$ cat src/design/sbfc_defines.vh
// Purpose: constants for the serial port baud and frame configuration block
// Assumes: included by its bare name from the design file
// Notes:   offsets are register port addresses
`ifndef SBFC_DEFINES_VH
`define SBFC_DEFINES_VH

// Register offsets
`define SBFC_OFS_BAUD_HI      8'h40
`define SBFC_OFS_BAUD_LO      8'h41
`define SBFC_OFS_CTRL_ONE     8'h42

// Field positions, high baud register
`define SBFC_BIT_BRK_IRQ_EN   7
`define SBFC_BIT_EDGE_IRQ_EN  6

// Field positions, control register one
`define SBFC_BIT_LOOP         7
`define SBFC_BIT_RECEIVER_SOURCE_SELECT         5
`define SBFC_BIT_CHAR9        4
`define SBFC_BIT_IDLE_TYPE    2
`define SBFC_BIT_PARITY_ON    1
`define SBFC_BIT_PARITY_KIND  0

// Reset values
`define SBFC_RST_BAUD_HI      8'h00
`define SBFC_RST_BAUD_LO      8'h04
`define SBFC_RST_CTRL_ONE     8'h00

// Timing counts, in oversampling ticks
`define SBFC_OS_LAST          4'hf
`define SBFC_OS_MID           4'h7
`define SBFC_IDLE_TICKS_8     8'ha0
`define SBFC_IDLE_TICKS_9     8'hb0

`endif

$ cat src/design/sbfc_serial_config.v
// Purpose: baud generator, frame format and routing of an async serial port
// Assumes: one 10 MHz clock, register port on the same clock
// Notes:   second control register bits and the flag detectors live outside
//
// How it works
// [RULE_01] High byte buffered, applied on low write
// [RULE_02] Generator idle until receiver or transmitter on
// [RULE_03] Zero divisor stops the generator
// [RULE_04] Bit rate is clock over sixteen divisor
// [RULE_05] Bit 7 enables break detect interrupt
// [RULE_06] Bit 6 enables receive edge interrupt
// [RULE_07] Loop select routes transmitter into receiver
// [RULE_08] Receiver source only matters in loop
// [RULE_09] Loop, source zero: internal loop back
// [RULE_10] Loop, source one: single wire on pin
// [RULE_11] Eight bit frame, start, data, stop
// [RULE_12] Nine bit frame adds ninth data bit
// [RULE_13] Idle type picks where idle counting starts
// [RULE_14] Parity replaces most significant data bit
// [RULE_15] Parity kind: zero even, one odd
// [RULE_16] Host sees registers at its base addresses
// [RULE_17] Direction control steers the single line
// [RULE_18] Receive pin released when off or looped
// [RULE_19] Down counter gives sixteen times strobe
`timescale 1ns/1ps
`include "sbfc_defines.vh"

module sbfc_serial_config (
  // Clock and reset
  input  wire       clk,
  input  wire       reset_n,
  // Register port
  input  wire [7:0] reg_addr,
  input  wire       reg_wr,
  input  wire       reg_rd,
  input  wire [7:0] reg_wdata,
  output reg  [7:0] reg_rdata,
  // Controls held outside
  input  wire       transmitter_on,
  input  wire       receiver_on,
  input  wire       single_line_direction,
  input  wire       break_detect_flag,
  input  wire       rx_edge_flag,
  output reg        irq_request,
  // Transmit words
  input  wire [8:0] tx_data,
  input  wire       tx_valid,
  output wire       tx_ready,
  // Receive words
  output reg  [8:0] rx_data,
  output reg        rx_parity_err,
  output reg        rx_frame_err,
  output wire       rx_valid,
  input  wire       rx_ready,
  output reg        rx_overrun,
  output reg        idle_detected,
  // Serial pins
  output wire       txd_out,
  output reg        txd_oe,
  input  wire       txd_in,
  input  wire       rxd_in,
  output reg        rxd_pin_used,
  // Status
  output reg        baud_tick,
  output reg        baud_running
);

  localparam RX_IDLE  = 2'd0;
  localparam RX_START = 2'd1;
  localparam RX_DATA  = 2'd2;
  reg  [4:0]  hi_buf_q, hi_work_q;
  reg  [7:0]  lo_q, ctrl_q, idle_q;
  reg         brk_en_q, edge_en_q, armed_q, busy_q, idle_done_q;
  reg  [12:0] cnt_q;
  reg  [10:0] tsh_q, spare_q;
  reg  [3:0]  tleft_q, tsub_q, rsub_q, rcnt_q;
  reg  [1:0]  rst_q, fill_q, pin_lvl_q;
  reg  [9:0]  rsh_q;
  reg  [2:0]  sync_q [0:1];
  wire [12:0] divisor_value = {hi_work_q, lo_q};
  wire        loop_select = ctrl_q[`SBFC_BIT_LOOP];
  wire        receiver_source_select = ctrl_q[`SBFC_BIT_RECEIVER_SOURCE_SELECT];
  wire        char9 = ctrl_q[`SBFC_BIT_CHAR9];
  wire        idle_type_select = ctrl_q[`SBFC_BIT_IDLE_TYPE];
  wire        parity_on = ctrl_q[`SBFC_BIT_PARITY_ON];
  wire        parity_kind = ctrl_q[`SBFC_BIT_PARITY_KIND];
  wire        single_wire = loop_select & receiver_source_select;

  // Pin inputs: three flops, level moves once the last two agree
  genvar gi;
  generate
    for (gi = 0; gi < 2; gi = gi + 1) begin : g_sync
      wire pin_raw = (gi == 0) ? rxd_in : txd_in;
      always @(posedge clk or negedge reset_n) begin
        if (!reset_n) begin
          sync_q[gi]    <= 3'h7;
          pin_lvl_q[gi] <= 1'b1;
        end else begin
          sync_q[gi] <= {sync_q[gi][1:0], pin_raw};
          if (sync_q[gi][1] == sync_q[gi][2])
            pin_lvl_q[gi] <= sync_q[gi][2];
        end
      end
    end
  endgenerate

  // Register port; rows 0x40..0x42 as seen from the host base
  always @(posedge clk or negedge reset_n) begin
    if (!reset_n) begin
      hi_buf_q  <= 5'h00;
      hi_work_q <= 5'h00;
      brk_en_q  <= 1'b0;
      edge_en_q <= 1'b0;
      lo_q      <= `SBFC_RST_BAUD_LO;
      ctrl_q    <= `SBFC_RST_CTRL_ONE;
      reg_rdata <= 8'h00;
    end else begin
      if (reg_wr) begin
        case (reg_addr)
          `SBFC_OFS_BAUD_HI: begin
            // [RULE_01] stage high half only
            hi_buf_q  <= reg_wdata[4:0];
            brk_en_q  <= reg_wdata[`SBFC_BIT_BRK_IRQ_EN];
            edge_en_q <= reg_wdata[`SBFC_BIT_EDGE_IRQ_EN];
          end
          `SBFC_OFS_BAUD_LO: begin
            // [RULE_01] both halves together
            lo_q      <= reg_wdata;
            hi_work_q <= hi_buf_q;
          end
          `SBFC_OFS_CTRL_ONE: ctrl_q <= reg_wdata & 8'hb7;
          default: ctrl_q <= ctrl_q;
        endcase
      end
      if (reg_rd) begin
        case (reg_addr)
          `SBFC_OFS_BAUD_HI:  reg_rdata <= {brk_en_q, edge_en_q, 1'b0, hi_work_q};
          `SBFC_OFS_BAUD_LO:  reg_rdata <= lo_q;
          `SBFC_OFS_CTRL_ONE: reg_rdata <= ctrl_q;
          default:            reg_rdata <= 8'h00;
        endcase
      end
    end
  end

  // [RULE_02] [RULE_03] armed by first enable, stopped at zero
  wire run  = armed_q & (divisor_value != 13'h0000);
  // [RULE_19] terminal count strobe
  wire tick = run & (cnt_q == 13'h0001);
  always @(posedge clk or negedge reset_n) begin
    if (!reset_n) begin
      armed_q      <= 1'b0;
      cnt_q        <= 13'h0000;
      baud_tick    <= 1'b0;
      baud_running <= 1'b0;
    end else begin
      if (receiver_on | transmitter_on)
        armed_q <= 1'b1;
      // [RULE_04] period of divisor cycles; zero count reloads, no wrap
      if (!run || tick || (cnt_q == 13'h0000))
        cnt_q <= divisor_value;
      else
        cnt_q <= cnt_q - 13'h0001;
      baud_tick    <= tick;
      baud_running <= run;
    end
  end

  // [RULE_14] [RULE_15] parity into the top data bit
  wire       par8 = (^tx_data[6:0]) ^ parity_kind;
  wire       par9 = (^tx_data[7:0]) ^ parity_kind;
  wire [8:0] tword = !parity_on ? tx_data :
                     char9 ? {par9, tx_data[7:0]} : {1'b0, par8, tx_data[6:0]};
  assign tx_ready = transmitter_on & run & ~busy_q;
  assign txd_out  = tsh_q[0];

  always @(posedge clk or negedge reset_n) begin
    if (!reset_n) begin
      busy_q  <= 1'b0;
      tsh_q   <= 11'h7ff;
      tleft_q <= 4'h0;
      tsub_q  <= 4'h0;
      txd_oe  <= 1'b0;
    end else begin
      if (tx_valid && tx_ready) begin
        busy_q <= 1'b1;
        tsub_q <= 4'h0;
        // [RULE_11] [RULE_12] start, data lsb first, stop
        if (char9) begin
          tsh_q   <= {1'b1, tword, 1'b0};
          tleft_q <= 4'hb;
        end else begin
          tsh_q   <= {2'h3, tword[7:0], 1'b0};
          tleft_q <= 4'ha;
        end
      end else if (busy_q && tick) begin
        tsub_q <= tsub_q + 4'h1;
        if (tsub_q == `SBFC_OS_LAST) begin
          tsh_q   <= {1'b1, tsh_q[10:1]};
          tleft_q <= tleft_q - 4'h1;
          if (tleft_q == 4'h1)
            busy_q <= 1'b0;
        end
      end
      // [RULE_17] single line driven only toward the wire
      txd_oe <= (transmitter_on | busy_q) & (~single_wire | single_line_direction);
    end
  end

  // [RULE_07] [RULE_08] [RULE_09] [RULE_10] receiver input routing
  wire rx_line = !loop_select ? pin_lvl_q[0] :
                 receiver_source_select ? pin_lvl_q[1] : tsh_q[0];
  wire [9:0] rfin  = {rx_line, rsh_q[9:1]};
  wire [8:0] rword = char9 ? rfin[8:0] : {1'b0, rfin[8:1]};
  wire [3:0] rbits = char9 ? 4'ha : 4'h9;
  wire       rdone = (rst_q == RX_DATA) & tick & (rsub_q == `SBFC_OS_LAST) &
                     (rcnt_q == rbits - 4'h1);
  // [RULE_15] count of ones including the parity bit
  wire       rperr = parity_on & ((^rword) != parity_kind);
  wire       pop   = rx_valid & rx_ready;

  always @(posedge clk or negedge reset_n) begin
    if (!reset_n) begin
      rst_q  <= RX_IDLE;
      rsub_q <= 4'h0;
      rcnt_q <= 4'h0;
      rsh_q  <= 10'h000;
    end else if (!receiver_on || !run) begin
      rst_q <= RX_IDLE;
    end else if (tick) begin
      case (rst_q)
        RX_IDLE: begin
          rsub_q <= 4'h0;
          rcnt_q <= 4'h0;
          if (!rx_line)
            rst_q <= RX_START;
        end
        RX_START: begin
          rsub_q <= rsub_q + 4'h1;
          if (rsub_q == `SBFC_OS_MID) begin
            rsub_q <= 4'h0;
            rst_q  <= rx_line ? RX_IDLE : RX_DATA;
          end
        end
        RX_DATA: begin
          rsub_q <= rsub_q + 4'h1;
          if (rsub_q == `SBFC_OS_LAST) begin
            rsh_q  <= rfin;
            rcnt_q <= rcnt_q + 4'h1;
            if (rdone)
              rst_q <= RX_IDLE;
          end
        end
        default: rst_q <= RX_IDLE;
      endcase
    end
  end

  // Two-entry receive buffer; head feeds the outputs directly
  assign rx_valid = (fill_q != 2'd0);
  wire [10:0] rentry = {rfin[9] == 1'b0, rperr, rword};
  always @(posedge clk or negedge reset_n) begin
    if (!reset_n) begin
      fill_q        <= 2'd0;
      spare_q       <= 11'h000;
      rx_data       <= 9'h000;
      rx_parity_err <= 1'b0;
      rx_frame_err  <= 1'b0;
      rx_overrun    <= 1'b0;
    end else begin
      rx_overrun <= rdone & (fill_q == 2'd2) & ~pop;
      case (fill_q)
        2'd0: if (rdone) begin
          {rx_frame_err, rx_parity_err, rx_data} <= rentry;
          fill_q <= 2'd1;
        end
        2'd1: begin
          if (rdone && pop)
            {rx_frame_err, rx_parity_err, rx_data} <= rentry;
          else if (rdone) begin
            spare_q <= rentry;
            fill_q  <= 2'd2;
          end else if (pop)
            fill_q <= 2'd0;
        end
        2'd2: if (pop) begin
          {rx_frame_err, rx_parity_err, rx_data} <= spare_q;
          if (rdone)
            spare_q <= rentry;
          else
            fill_q <= 2'd1;
        end
        default: fill_q <= 2'd0;
      endcase
    end
  end

  // [RULE_13] idle count from after start or after stop
  wire [7:0] idle_need = char9 ? `SBFC_IDLE_TICKS_9 : `SBFC_IDLE_TICKS_8;
  wire       idle_hold = ~rx_line | (idle_type_select & (rst_q != RX_IDLE));
  always @(posedge clk or negedge reset_n) begin
    if (!reset_n) begin
      idle_q        <= 8'h00;
      idle_done_q   <= 1'b0;
      idle_detected <= 1'b0;
    end else begin
      idle_detected <= 1'b0;
      if (!receiver_on) begin
        idle_q      <= 8'h00;
        idle_done_q <= 1'b0;
      end else if (tick) begin
        if (idle_hold) begin
          idle_q      <= 8'h00;
          // Re-arm only after a low, so one idle line reports once
          idle_done_q <= idle_done_q & rx_line;
        end else if (!idle_done_q) begin
          idle_q <= idle_q + 8'h01;
          if (idle_q + 8'h01 == idle_need) begin
            idle_done_q   <= 1'b1;
            idle_detected <= 1'b1;
          end
        end
      end
    end
  end

  always @(posedge clk or negedge reset_n) begin
    if (!reset_n) begin
      irq_request  <= 1'b0;
      rxd_pin_used <= 1'b0;
    end else begin
      // [RULE_05] [RULE_06] enabled flags request interrupt
      irq_request  <= (brk_en_q & break_detect_flag) | (edge_en_q & rx_edge_flag);
      // [RULE_18] pin released when off or looped
      rxd_pin_used <= receiver_on & ~loop_select;
    end
  end

endmodule

$ cat config.mk
export PLATFORM = sky130hd
export DESIGN_NAME = sbfc_serial_config
export DESIGN_NICKNAME = d
export VERILOG_FILES = /design/src/design/sbfc_serial_config.v
export VERILOG_INCLUDE_DIRS = /design/src /design/src/design
export SDC_FILE = /design/constraint.sdc
export NUM_CORES = 1
export LEC_CHECK = 0
export BUFFER_PORTS_ARGS = -buffer_cell sky130_fd_sc_hd__buf_2
export CAP_MARGIN = 10
export CORE_MARGIN = 2
export CORE_UTILIZATION = 50
export DETAILED_ROUTE_END_ITERATION = 7
export GPL_ROUTABILITY_DRIVEN = 0
export HOLD_SLACK_MARGIN = 0.15
export PLACE_DENSITY = 0.75
export SLEW_MARGIN = 20
export SYNTH_ARGS = -nofsm -noshare
export SYNTH_HDL_FRONTEND = slang
export SYNTH_SLANG_ARGS = --single-unit
export TNS_END_PERCENT = 100
$ cat constraint.sdc
create_clock -name clk -period 2.9 [get_ports clk]
set_input_delay 0 -clock clk [delete_from_list [all_inputs] [get_ports clk]]
set_output_delay 0 -clock clk [all_outputs]
set_load 0.02 [all_outputs]
# == Word-level counts from Yosys, hierarchy flattened ==
# Cells that the tools add are included.
# op_classes
n_eq_ne,30
reduce_logical,38
add_sub_neg,7
mux,71
n_bitwise,31
# op_table
op,count
2-to-1 mux 11 bit,6
2-to-1 mux 9 bit,6
2-to-1 mux 8 bit,4
2-to-1 mux 2 bit,14
2-to-1 mux 4 bit,7
case mux 9 bit (3 select lines),1
== test 8 x 7 -> 1 bit (second input constant),3
case mux 8 bit (3 select lines),1
2-to-1 mux 1 bit,22
case mux 11 bit (2 select lines),1
bitwise AND 1 bit,18
nonzero test 2 bit,8
== test 13 x 1 -> 1 bit (second input constant),1
logical NOT 13 bit,1
2-to-1 mux 13 bit,1
nonzero test 13 bit,1
subtractor 13 x 1 -> 13 bit (second input constant),1
adder 4 x 1 -> 4 bit (second input constant),3
case mux 2 bit (3 select lines),2
case mux 4 bit (3 select lines),1
AND reduction 4 bit,3
2-to-1 mux 10 bit,1
!= test 2 bit (second input constant),5
AND reduction 2 bit,5
other kinds (31),61
# totals
ff_bits,136
inputBits,38
wordCells,212
out_inout_bits,29

# == Longest topological paths before layout ==
# Gate-level depths: netlist of the first run.
# logic_depth
ltp_word,11
mapped_depth,8
ltp_nobuf,7

# == Worst setup path before layout of the first run ==
# Ideal clock, no wire load.
# synth_timing
kind,reg2reg
from,reg lo_q[1]
to,reg rsh_q[1]
path_stages_with_launch,8
path_buffers,2
setup_slack_ps,505
synth_period_minus_slack_ps,2395
t_required_ps,2772
t_arrival_ps,2267
cell_sequence,dfrtp_1 -> or4_4 -> o41ai_4 -> inv_2 -> buf_2 -> nand4_1 -> buf_2 -> mux2_1
# synth_between
elab_chain_cells,6
# synth_rtl
item,line,rtl
"start, declared",sbfc_serial_config.v:72,"reg [7:0] lo_q, ctrl_q, idle_q;"
"start signal, assigned",sbfc_serial_config.v:114,lo_q <= `SBFC_RST_BAUD_LO;
"start signal, assigned",sbfc_serial_config.v:128,lo_q <= reg_wdata;
nonzero test 13 bit (*),sbfc_serial_config.v:147,wire run = armed_q & (divisor_value != 13'h0000);
bitwise AND 1 bit (*),sbfc_serial_config.v:147,
via run,sbfc_serial_config.v:147,
logical NOT 1 bit,sbfc_serial_config.v:228,end else if (!receiver_on || !run) begin
logical OR 1 bit,sbfc_serial_config.v:228,
inverter 1 bit (no source line),-,
AND reduction 4 bit (no source line) (*),-,
"end signal, assigned",sbfc_serial_config.v:248,rsh_q <= rfin;
"end, declared",sbfc_serial_config.v:78,reg [9:0] rsh_q;
# Mark *: on every way through the listed nets, which the timed path passes. The rest lies on a longest branch.
# A chain may end at the register's enable or synchronous reset.

# == Final worst setup path of the first run ==
# layout_timing
from,reg cnt_q[7]
to,reg rcnt_q[2]
# layout_between
elab_chain_cells,3
# layout_rtl
item,line,rtl
"start, declared",sbfc_serial_config.v:74,reg [12:0] cnt_q;
"start signal, assigned",sbfc_serial_config.v:161,cnt_q <= divisor_value;
"start signal, assigned",sbfc_serial_config.v:163,cnt_q <= cnt_q - 13'h0001;
== test 13 x 1 -> 1 bit,sbfc_serial_config.v:149,wire tick = run & (cnt_q == 13'h0001);
bitwise AND 1 bit,sbfc_serial_config.v:149,
AND reduction 4 bit (no source line),-,
"end signal, assigned",sbfc_serial_config.v:249,rcnt_q <= rcnt_q + 4'h1;
"end, declared",sbfc_serial_config.v:76,"reg [3:0] tleft_q, tsub_q, rsub_q, rcnt_q;"
# Every way passes these cells.

==> results of run 1 <==
[synth_stat cells, types with 3 or more instances]
master       n  area share (%)
mux2_2      30             5.0
buf_2        4            0.29
o21ai_1     21             1.5
xnor2_1     26             3.3
a21oi_1     33             2.4
nor4b_1      3            0.39
a31oi_1     16             1.5
nor2_1      55             3.0
nand3_1     23             1.7
mux2i_1     19             2.8
ha_1        14             2.6
and2_1       3            0.28
o21ai_0      6            0.44
xor2_1       7            0.90
o211ai_1     3            0.33
o31ai_1      4            0.44
dfstp_2     19             7.3
or4_1        8            0.88
dfrtp_1    115              42
nand2b_1     7            0.64
a21o_1       3            0.33
nand2_1     42             2.3
mux2_1      10             1.7
o21a_1       4            0.44
nor4_1       9            0.83
or2_2        6            0.55
inv_1       26             1.4
a22o_1       5            0.64
nor3_1       9            0.66
mux2_4       9             2.0
a211oi_1     3            0.33
o22ai_1      7            0.64
or3_1       10            0.92
nor2b_1      7            0.64
clkbuf_1    22             1.2
a2bb2oi_1    8             1.0
nand4_1      7            0.64
[per-layer routing]
metal / wire (microns) / GRT usage [%]
met1: 6840 / 30.8
met2: 8140 / 37.4
met3: 821 / 5.33
met4: 436 / 9.08
met5: 0 / 0
[area by class of cell]
type / instances / area share [%]
Tap cell: 176 / 2.66
Sequential cell: 134 / 40.9
Timing Repair Buffer: 110 / 9.25
Multi-Input combinational cell: 456 / 38.9
Clock buffer: 23 / 5.54
Clock inverter: 9 / 1.54
Inverter: 28 / 1.27
[final timing paths]
check                                    start                      to  slack, ns
max                         cnt_q[7]$_DFF_PN0_   rcnt_q[2]$_DFFE_PN0P_       0.23
max in group asynchronous              reset_n  rx_data[1]$_DFFE_PN0P_       1.94
min                                     reg_wr   ctrl_q[4]$_DFFE_PN0P_       0.22
max reg2reg                 cnt_q[7]$_DFF_PN0_   rcnt_q[2]$_DFFE_PN0P_       0.23
min in group asynchronous              reset_n     cnt_q[11]$_DFF_PN0_       0.24
min reg2reg                sync_q[0]$_DFF_PN1_     sync_q[1]$_DFF_PN1_       0.35
[flip-flops by register name, indices dropped and copies added, names as in the netlist, 2 cells and up]
name	flops
tsh_q	10
lo_q	8
sync_q	6
fill_q	2
tsub_q	4
reg_rdata	8
hi_buf_q	5
rsh_q	9
pin_lvl_q	2
rsub_q	4
ctrl_q	6
cnt_q	13
rcnt_q	4
idle_q	8
rx_data	9
rst_q	2
tleft_q	4
spare_q	11
hi_work_q	5
[power by group]
part | switching [mW] | internal, mW
Clock | 0.783 | 1.37
Combinational | 0.617 | 0.476
Sequential | 0.223 | 2.17
[cells by family after synthesis]
group,Yosys count
XOR/XNOR,33
AO/OA/AOI/OAI,130
flip-flops,134
buffers and inverters,57
AND/OR/NAND/NOR,209
adder cells (fa/ha/maj),16
multiplexers,68
[through the flow]
| step | cells | total power [mW] | hold slack [ns] |
|---|---|---|---|
| floorplan | 647 | 3.11 | -0.296 |
| global placement | 870 | 3.39 | 0.107 |
| detailed placement | 870 | 3.44 | 0.107 |
| CTS | 936 | 5.63 | 0.175 |
| global route | 936 | 5.89 | 0.226 |
| finish | 936 | 5.63 | 0.216 |
[worst min-delay path: cells and delay by family]
kind | cells | cell delay [ns]
AND/OR/NAND/NOR | 1 | 0.26
buffers and inverters | 1 | 0.12
multiplexers | 1 | 0.21
==> flow_metrics.py, run 1 <==
metrics = {
    "outcome": {
        "status": "complete, no violations",
    },
    "min_path": {
        "whs_path_depth": 3,
        "hold_path.class": "primary input to flip-flop",
    },
    "timing": {
        "worst_slack_ns": 0.233,
        "setup_tns_ns": 0,
        "fin_crit_ns": 2.67,
        "finalCritPeriodShare_pct": 92.0,
        "max_slew_margin_pct": 47.1,
        "setup_violations": 0,
        "worstMarginPinSlew_ns": 0.793,
        "rsz0062_at_grt": "false",
        "maxSlewViolCount": 0,
        "finalHoldViolCount": 0,
        "fmax_mhz": 375,
        "skew_ns": 0.00633,
    },
    "clock_tree": {
        "cts_tree": "yes",
        "cts-htree-levels": 4,
        "ctsResizeCount": 0,
        "cts_sinks": 134,
        "clock_latency_ns": 0.42,
        "cts_buffers": 17,
        "cts.clk_slew.worst_paths_ns": 0.06,
        "clock-root-buffer": "clkbuf_16",
        "clk_path_buf_depth": 2,
        "ctsHoldBuffers": 34,
        "post_cts_buffers": 0,
    },
    "placement": {
        "hpwl_microns": 10900,
        "pre_cts_ws_ns": 0.305,
        "io_buffers": 66,
        "placed_area_sq_um": 7340,
    },
    "synthesis": {
        "synthesis.nets": 699,
        "ys_types": 70,
        "seq_area_frac_synth_pct": 49.5,
        "yosys_warnings": 0,
        "synth_compound_area_share_pct": 12.6,
        "synth-simple-area-share_pct": 16.1,
        "synth-xor-area-share_pct": 4.24,
        "synth.avg_cell_area_sq_um": 10.5,
        "synth_edf_count": 0,
        "synthMuxAreaShare_pct": 11.4,
        "synth_seq_cells": 134,
        "yosys.area_share.adder_pct": 2.86,
        "synth_top_family_by_area": "simple AND/OR/NAND/NOR gates",
        "ys.flop_type": "dfrtp_1",
        "synthCells": 647,
        "async_reset_ff_share_pct": 100,
        "syn_area_sq_um": 6820,
    },
    "critical_path": {
        "path_cells": "nor4_1, and4_1, nand4_1, or3_1, a21oi_1",
        "worstSetupPathType": "flip-flop to flip-flop",
        "end_kind": "flip-flop",
        "crit_slowest_cell": "nor4_1",
        "worstPathRequired_ns": 3.24,
        "crit_arrival_ns": 3.00,
        "cp.depth": 5,
        "slowest_delay_ns": 0.54,
        "path_delay_family": "simple AND/OR/NAND/NOR gates",
        "crit_fanout": 11,
        "cp-start-kind": "flip-flop",
        "path_buf_inv": 0,
        "r2r_cells": 5,
    },
    "finish": {
        "final_common_cell": "dfrtp_1",
        "nFillCells": 1044,
        "area_growth_pct": 21.3,
        "insertedDiodeCount": 0,
        "final_cell_mix": "dfrtp_1, buf_2, nor2_1",
        "final_nets": 799,
        "post-route-util_pct": 62.2,
        "multi_input_area_sq_um": 3210,
        "final_cell_area_sq_um": 8270,
        "register_area_sq_um": 3380,
        "drive_above_1_share_pct": 23.3,
    },
    "global_routing": {
        "antenna_found_initial": 0,
        "grt_pass1_vias": 5387,
        "grt.overflow.total": 0,
        "track_usage_pct": 23.3,
        "grt_max_degree": 89,
        "grt_pass1_wl_microns": 26600,
    },
    "detailed_routing": {
        "first_pass_iters": 5,
        "wirelength_microns": 16200,
        "vias": 5415,
        "drc": 0,
        "wl_per_cell_microns": 17.4,
        "ant_nets": 0,
        "drtIter0Drc": 524,
        "routed_via_density": 5.79,
    },
    "floorplan": {
        "dieHeight_microns": 121,
        "core_sq_um": 13300,
        "start_util_pct": 51.3,
        "ios": 67,
        "rows": 42,
        "die_w_microns": 121,
        "die_area_sq_um": 14600,
    },
    "pwr": {
        "leakagePower_nw": 3.71,
        "powerDensity_nw_per_um2": 681,
        "ir_drop_mv": 0.544,
    },
    "run": {
        "maxCapViolations": 0,
    },
}
No activity file was read; power rests on OpenSTA's default activity.
==> run 2, diff against run 1 <==
CTS_BUF_LIST = sky130_fd_sc_hd__clkbuf_4 sky130_fd_sc_hd__clkbuf_8   (was not set)
==> flow_metrics.py, run 2 (synthesized netlist as in run 1, its figures left out) <==
metrics = {
    "outcome": {
        "status": "complete, no violations",
    },
    "timing": {
        "fmax_mhz": 388,
        "setup_violations": 0,
        "finalCritPeriodShare_pct": 88.8,
        "max_slew_margin_pct": 46.6,
        "rsz0062_at_grt": "false",
        "setup_tns_ns": 0,
        "fin_crit_ns": 2.58,
        "whs_ns": 0.204,
        "maxSlewViolCount": 0,
        "worstMarginPinSlew_ns": 0.802,
        "finalHoldViolCount": 0,
        "skew_ns": 0.0178,
    },
    "critical_path": {
        "r2r_end": "rcnt_q[2]$_DFFE_PN0P_",
        "crit_arrival_ns": 2.95,
        "end_kind": "flip-flop",
        "r2r-start": "cnt_q[7]$_DFF_PN0_",
        "crit_fanout": 11,
        "r2r_slack_ns": 0.32,
        "crit_path_end": "rcnt_q[2]$_DFFE_PN0P_",
        "cp-start-kind": "flip-flop",
        "worstPathRequired_ns": 3.27,
        "worstSetupPathType": "flip-flop to flip-flop",
        "startpoint": "cnt_q[7]$_DFF_PN0_",
        "r2r_cells": 5,
    },
    "finish": {
        "multi_input_area_sq_um": 3210,
        "top_register": "cnt_q",
        "stdcell_count": 937,
        "nFillCells": 1086,
        "final_common_cell": "dfrtp_1",
        "post-route-util_pct": 60.9,
        "drive_above_1_share_pct": 23.9,
        "largest_reg_flops": 13,
        "area_growth_pct": 18.9,
        "final_nets": 800,
        "register_area_sq_um": 3380,
        "insertedDiodeCount": 0,
        "largestRegisters": "cnt_q (13), spare_q (11), tsh_q (10)",
        "final_cell_mix": "dfrtp_1, buf_2, nor2_1",
    },
    "floorplan": {
        "dieHeight_microns": 121,
        "die_area_sq_um": 14600,
        "die_w_microns": 121,
        "core_sq_um": 13300,
        "start_util_pct": 51.3,
        "ios": 67,
        "rows": 42,
    },
    "detailed_routing": {
        "wirelength_microns": 16000,
        "wl_per_cell_microns": 17.0,
        "drc": 0,
        "drtIter0Drc": 570,
        "ant_nets": 0,
        "first_pass_iters": 5,
        "routed_via_density": 5.75,
        "vias": 5392,
    },
    "min_path": {
        "worstHoldStart": "txd_in",
        "hold_path.class": "primary input to flip-flop",
        "whs_path_depth": 2,
    },
    "clock_tree": {
        "clock_latency_ns": 0.45,
        "clk_path_buf_depth": 2,
        "cts-htree-levels": 4,
        "cts_tree": "yes",
        "ctsResizeCount": 0,
        "cts_buffers": 17,
        "ctsHoldBuffers": 35,
        "clock-root-buffer": "clkbuf_8",
        "post_cts_buffers": 0,
        "cts_sinks": 134,
        "cts.clk_slew.worst_paths_ns": 0.07,
    },
    "global_routing": {
        "antenna_found_initial": 0,
        "grt_max_degree": 89,
        "track_usage_pct": 23.0,
        "grt.overflow.total": 0,
        "grt_pass1_wl_microns": 26300,
        "grt_pass1_vias": 5371,
    },
    "pwr": {
        "leakagePower_nw": 3.65,
        "powerDensity_nw_per_um2": 628,
        "p_int_mw": 3.55,
        "pwr-share-clk_pct": 31.9,
        "combPwrFrac_pct": 21.3,
        "p_sw_share_pct": 30.2,
        "p_seq_share_pct": 46.8,
        "p_switching_mw": 1.54,
        "p_total_mw": 5.09,
        "ir_drop_mv": 0.399,
    },
    "run": {
        "maxCapViolations": 0,
    },
    "placement": {
        "hpwl_microns": 10900,
        "io_buffers": 66,
        "dp_cells": 870,
    },
}
==> run 2: cell count changes in the layout (fill, tap and decap cells not counted), sizes merged <==
cell / before / now
dlygate4sd3: 34 / 35
==> run 2: final cells by class <==
cell class,count,area share (%)
clock buffers,23,3.52
clock inverters,9,1.58
inverters,28,1.30
multi-input cells,456,39.7
flip-flops and latches,134,41.7
well taps,176,2.72
repair buffers,111,9.56
==> run 2: power groups by stage <==
stage	sequential [mW]	combinational, mW	clock (mW)
2_1_floorplan	2.36	0.744	0
3_3_place_gp	2.39	0.997	0
3_5_place_dp	2.41	1.03	0
4_1_cts	2.37	1.08	1.64
5_1_grt	2.42	1.20	1.74
6_report	2.38	1.08	1.62
==> run 2: routing by layer <==
metal  part of all wire, %  wire length, microns  GRT usage (%)  up-vias
met1                    43                  6870           30.3     2679
met2                    50                  7980           37.1      155
met5                     0                     0              0        -
li1                      -                     -              -     2522
met3                   4.2                   675           4.48       36
met4                   2.8                   443           10.3        0
==> run 2: critical path: stages (launching register included) <==
cell and delay [ns]:
dfrtp_1 0.42, nor4_1 0.55, and4_1 0.41, nand4_1 0.49, or3_1 0.50, a21oi_1 0.14
==> run 2: worst min path at each step <==
stage,end,slack (ns)
after global routing,sync_q[3]$_DFF_PN1_,0.19
after CTS,sync_q[3]$_DFF_PN1_,0.17
after global placement,sync_q[3]$_DFF_PN1_,0.11
after detailed placement,sync_q[3]$_DFF_PN1_,0.11
after floorplan,armed_q$_DFFE_PN0P_,-0.30
final,sync_q[0]$_DFF_PN1_,0.20
==> run 2: through the flow <==
stage / setup slack, ns / area [sq um]
after detailed placement: 0.305 / 7340
after floorplan: 0.505 / 6820
final: 0.325 / 8100
after CTS: 0.272 / 8100
after global placement: 0.405 / 7340
after global routing: 0.0928 / 8100
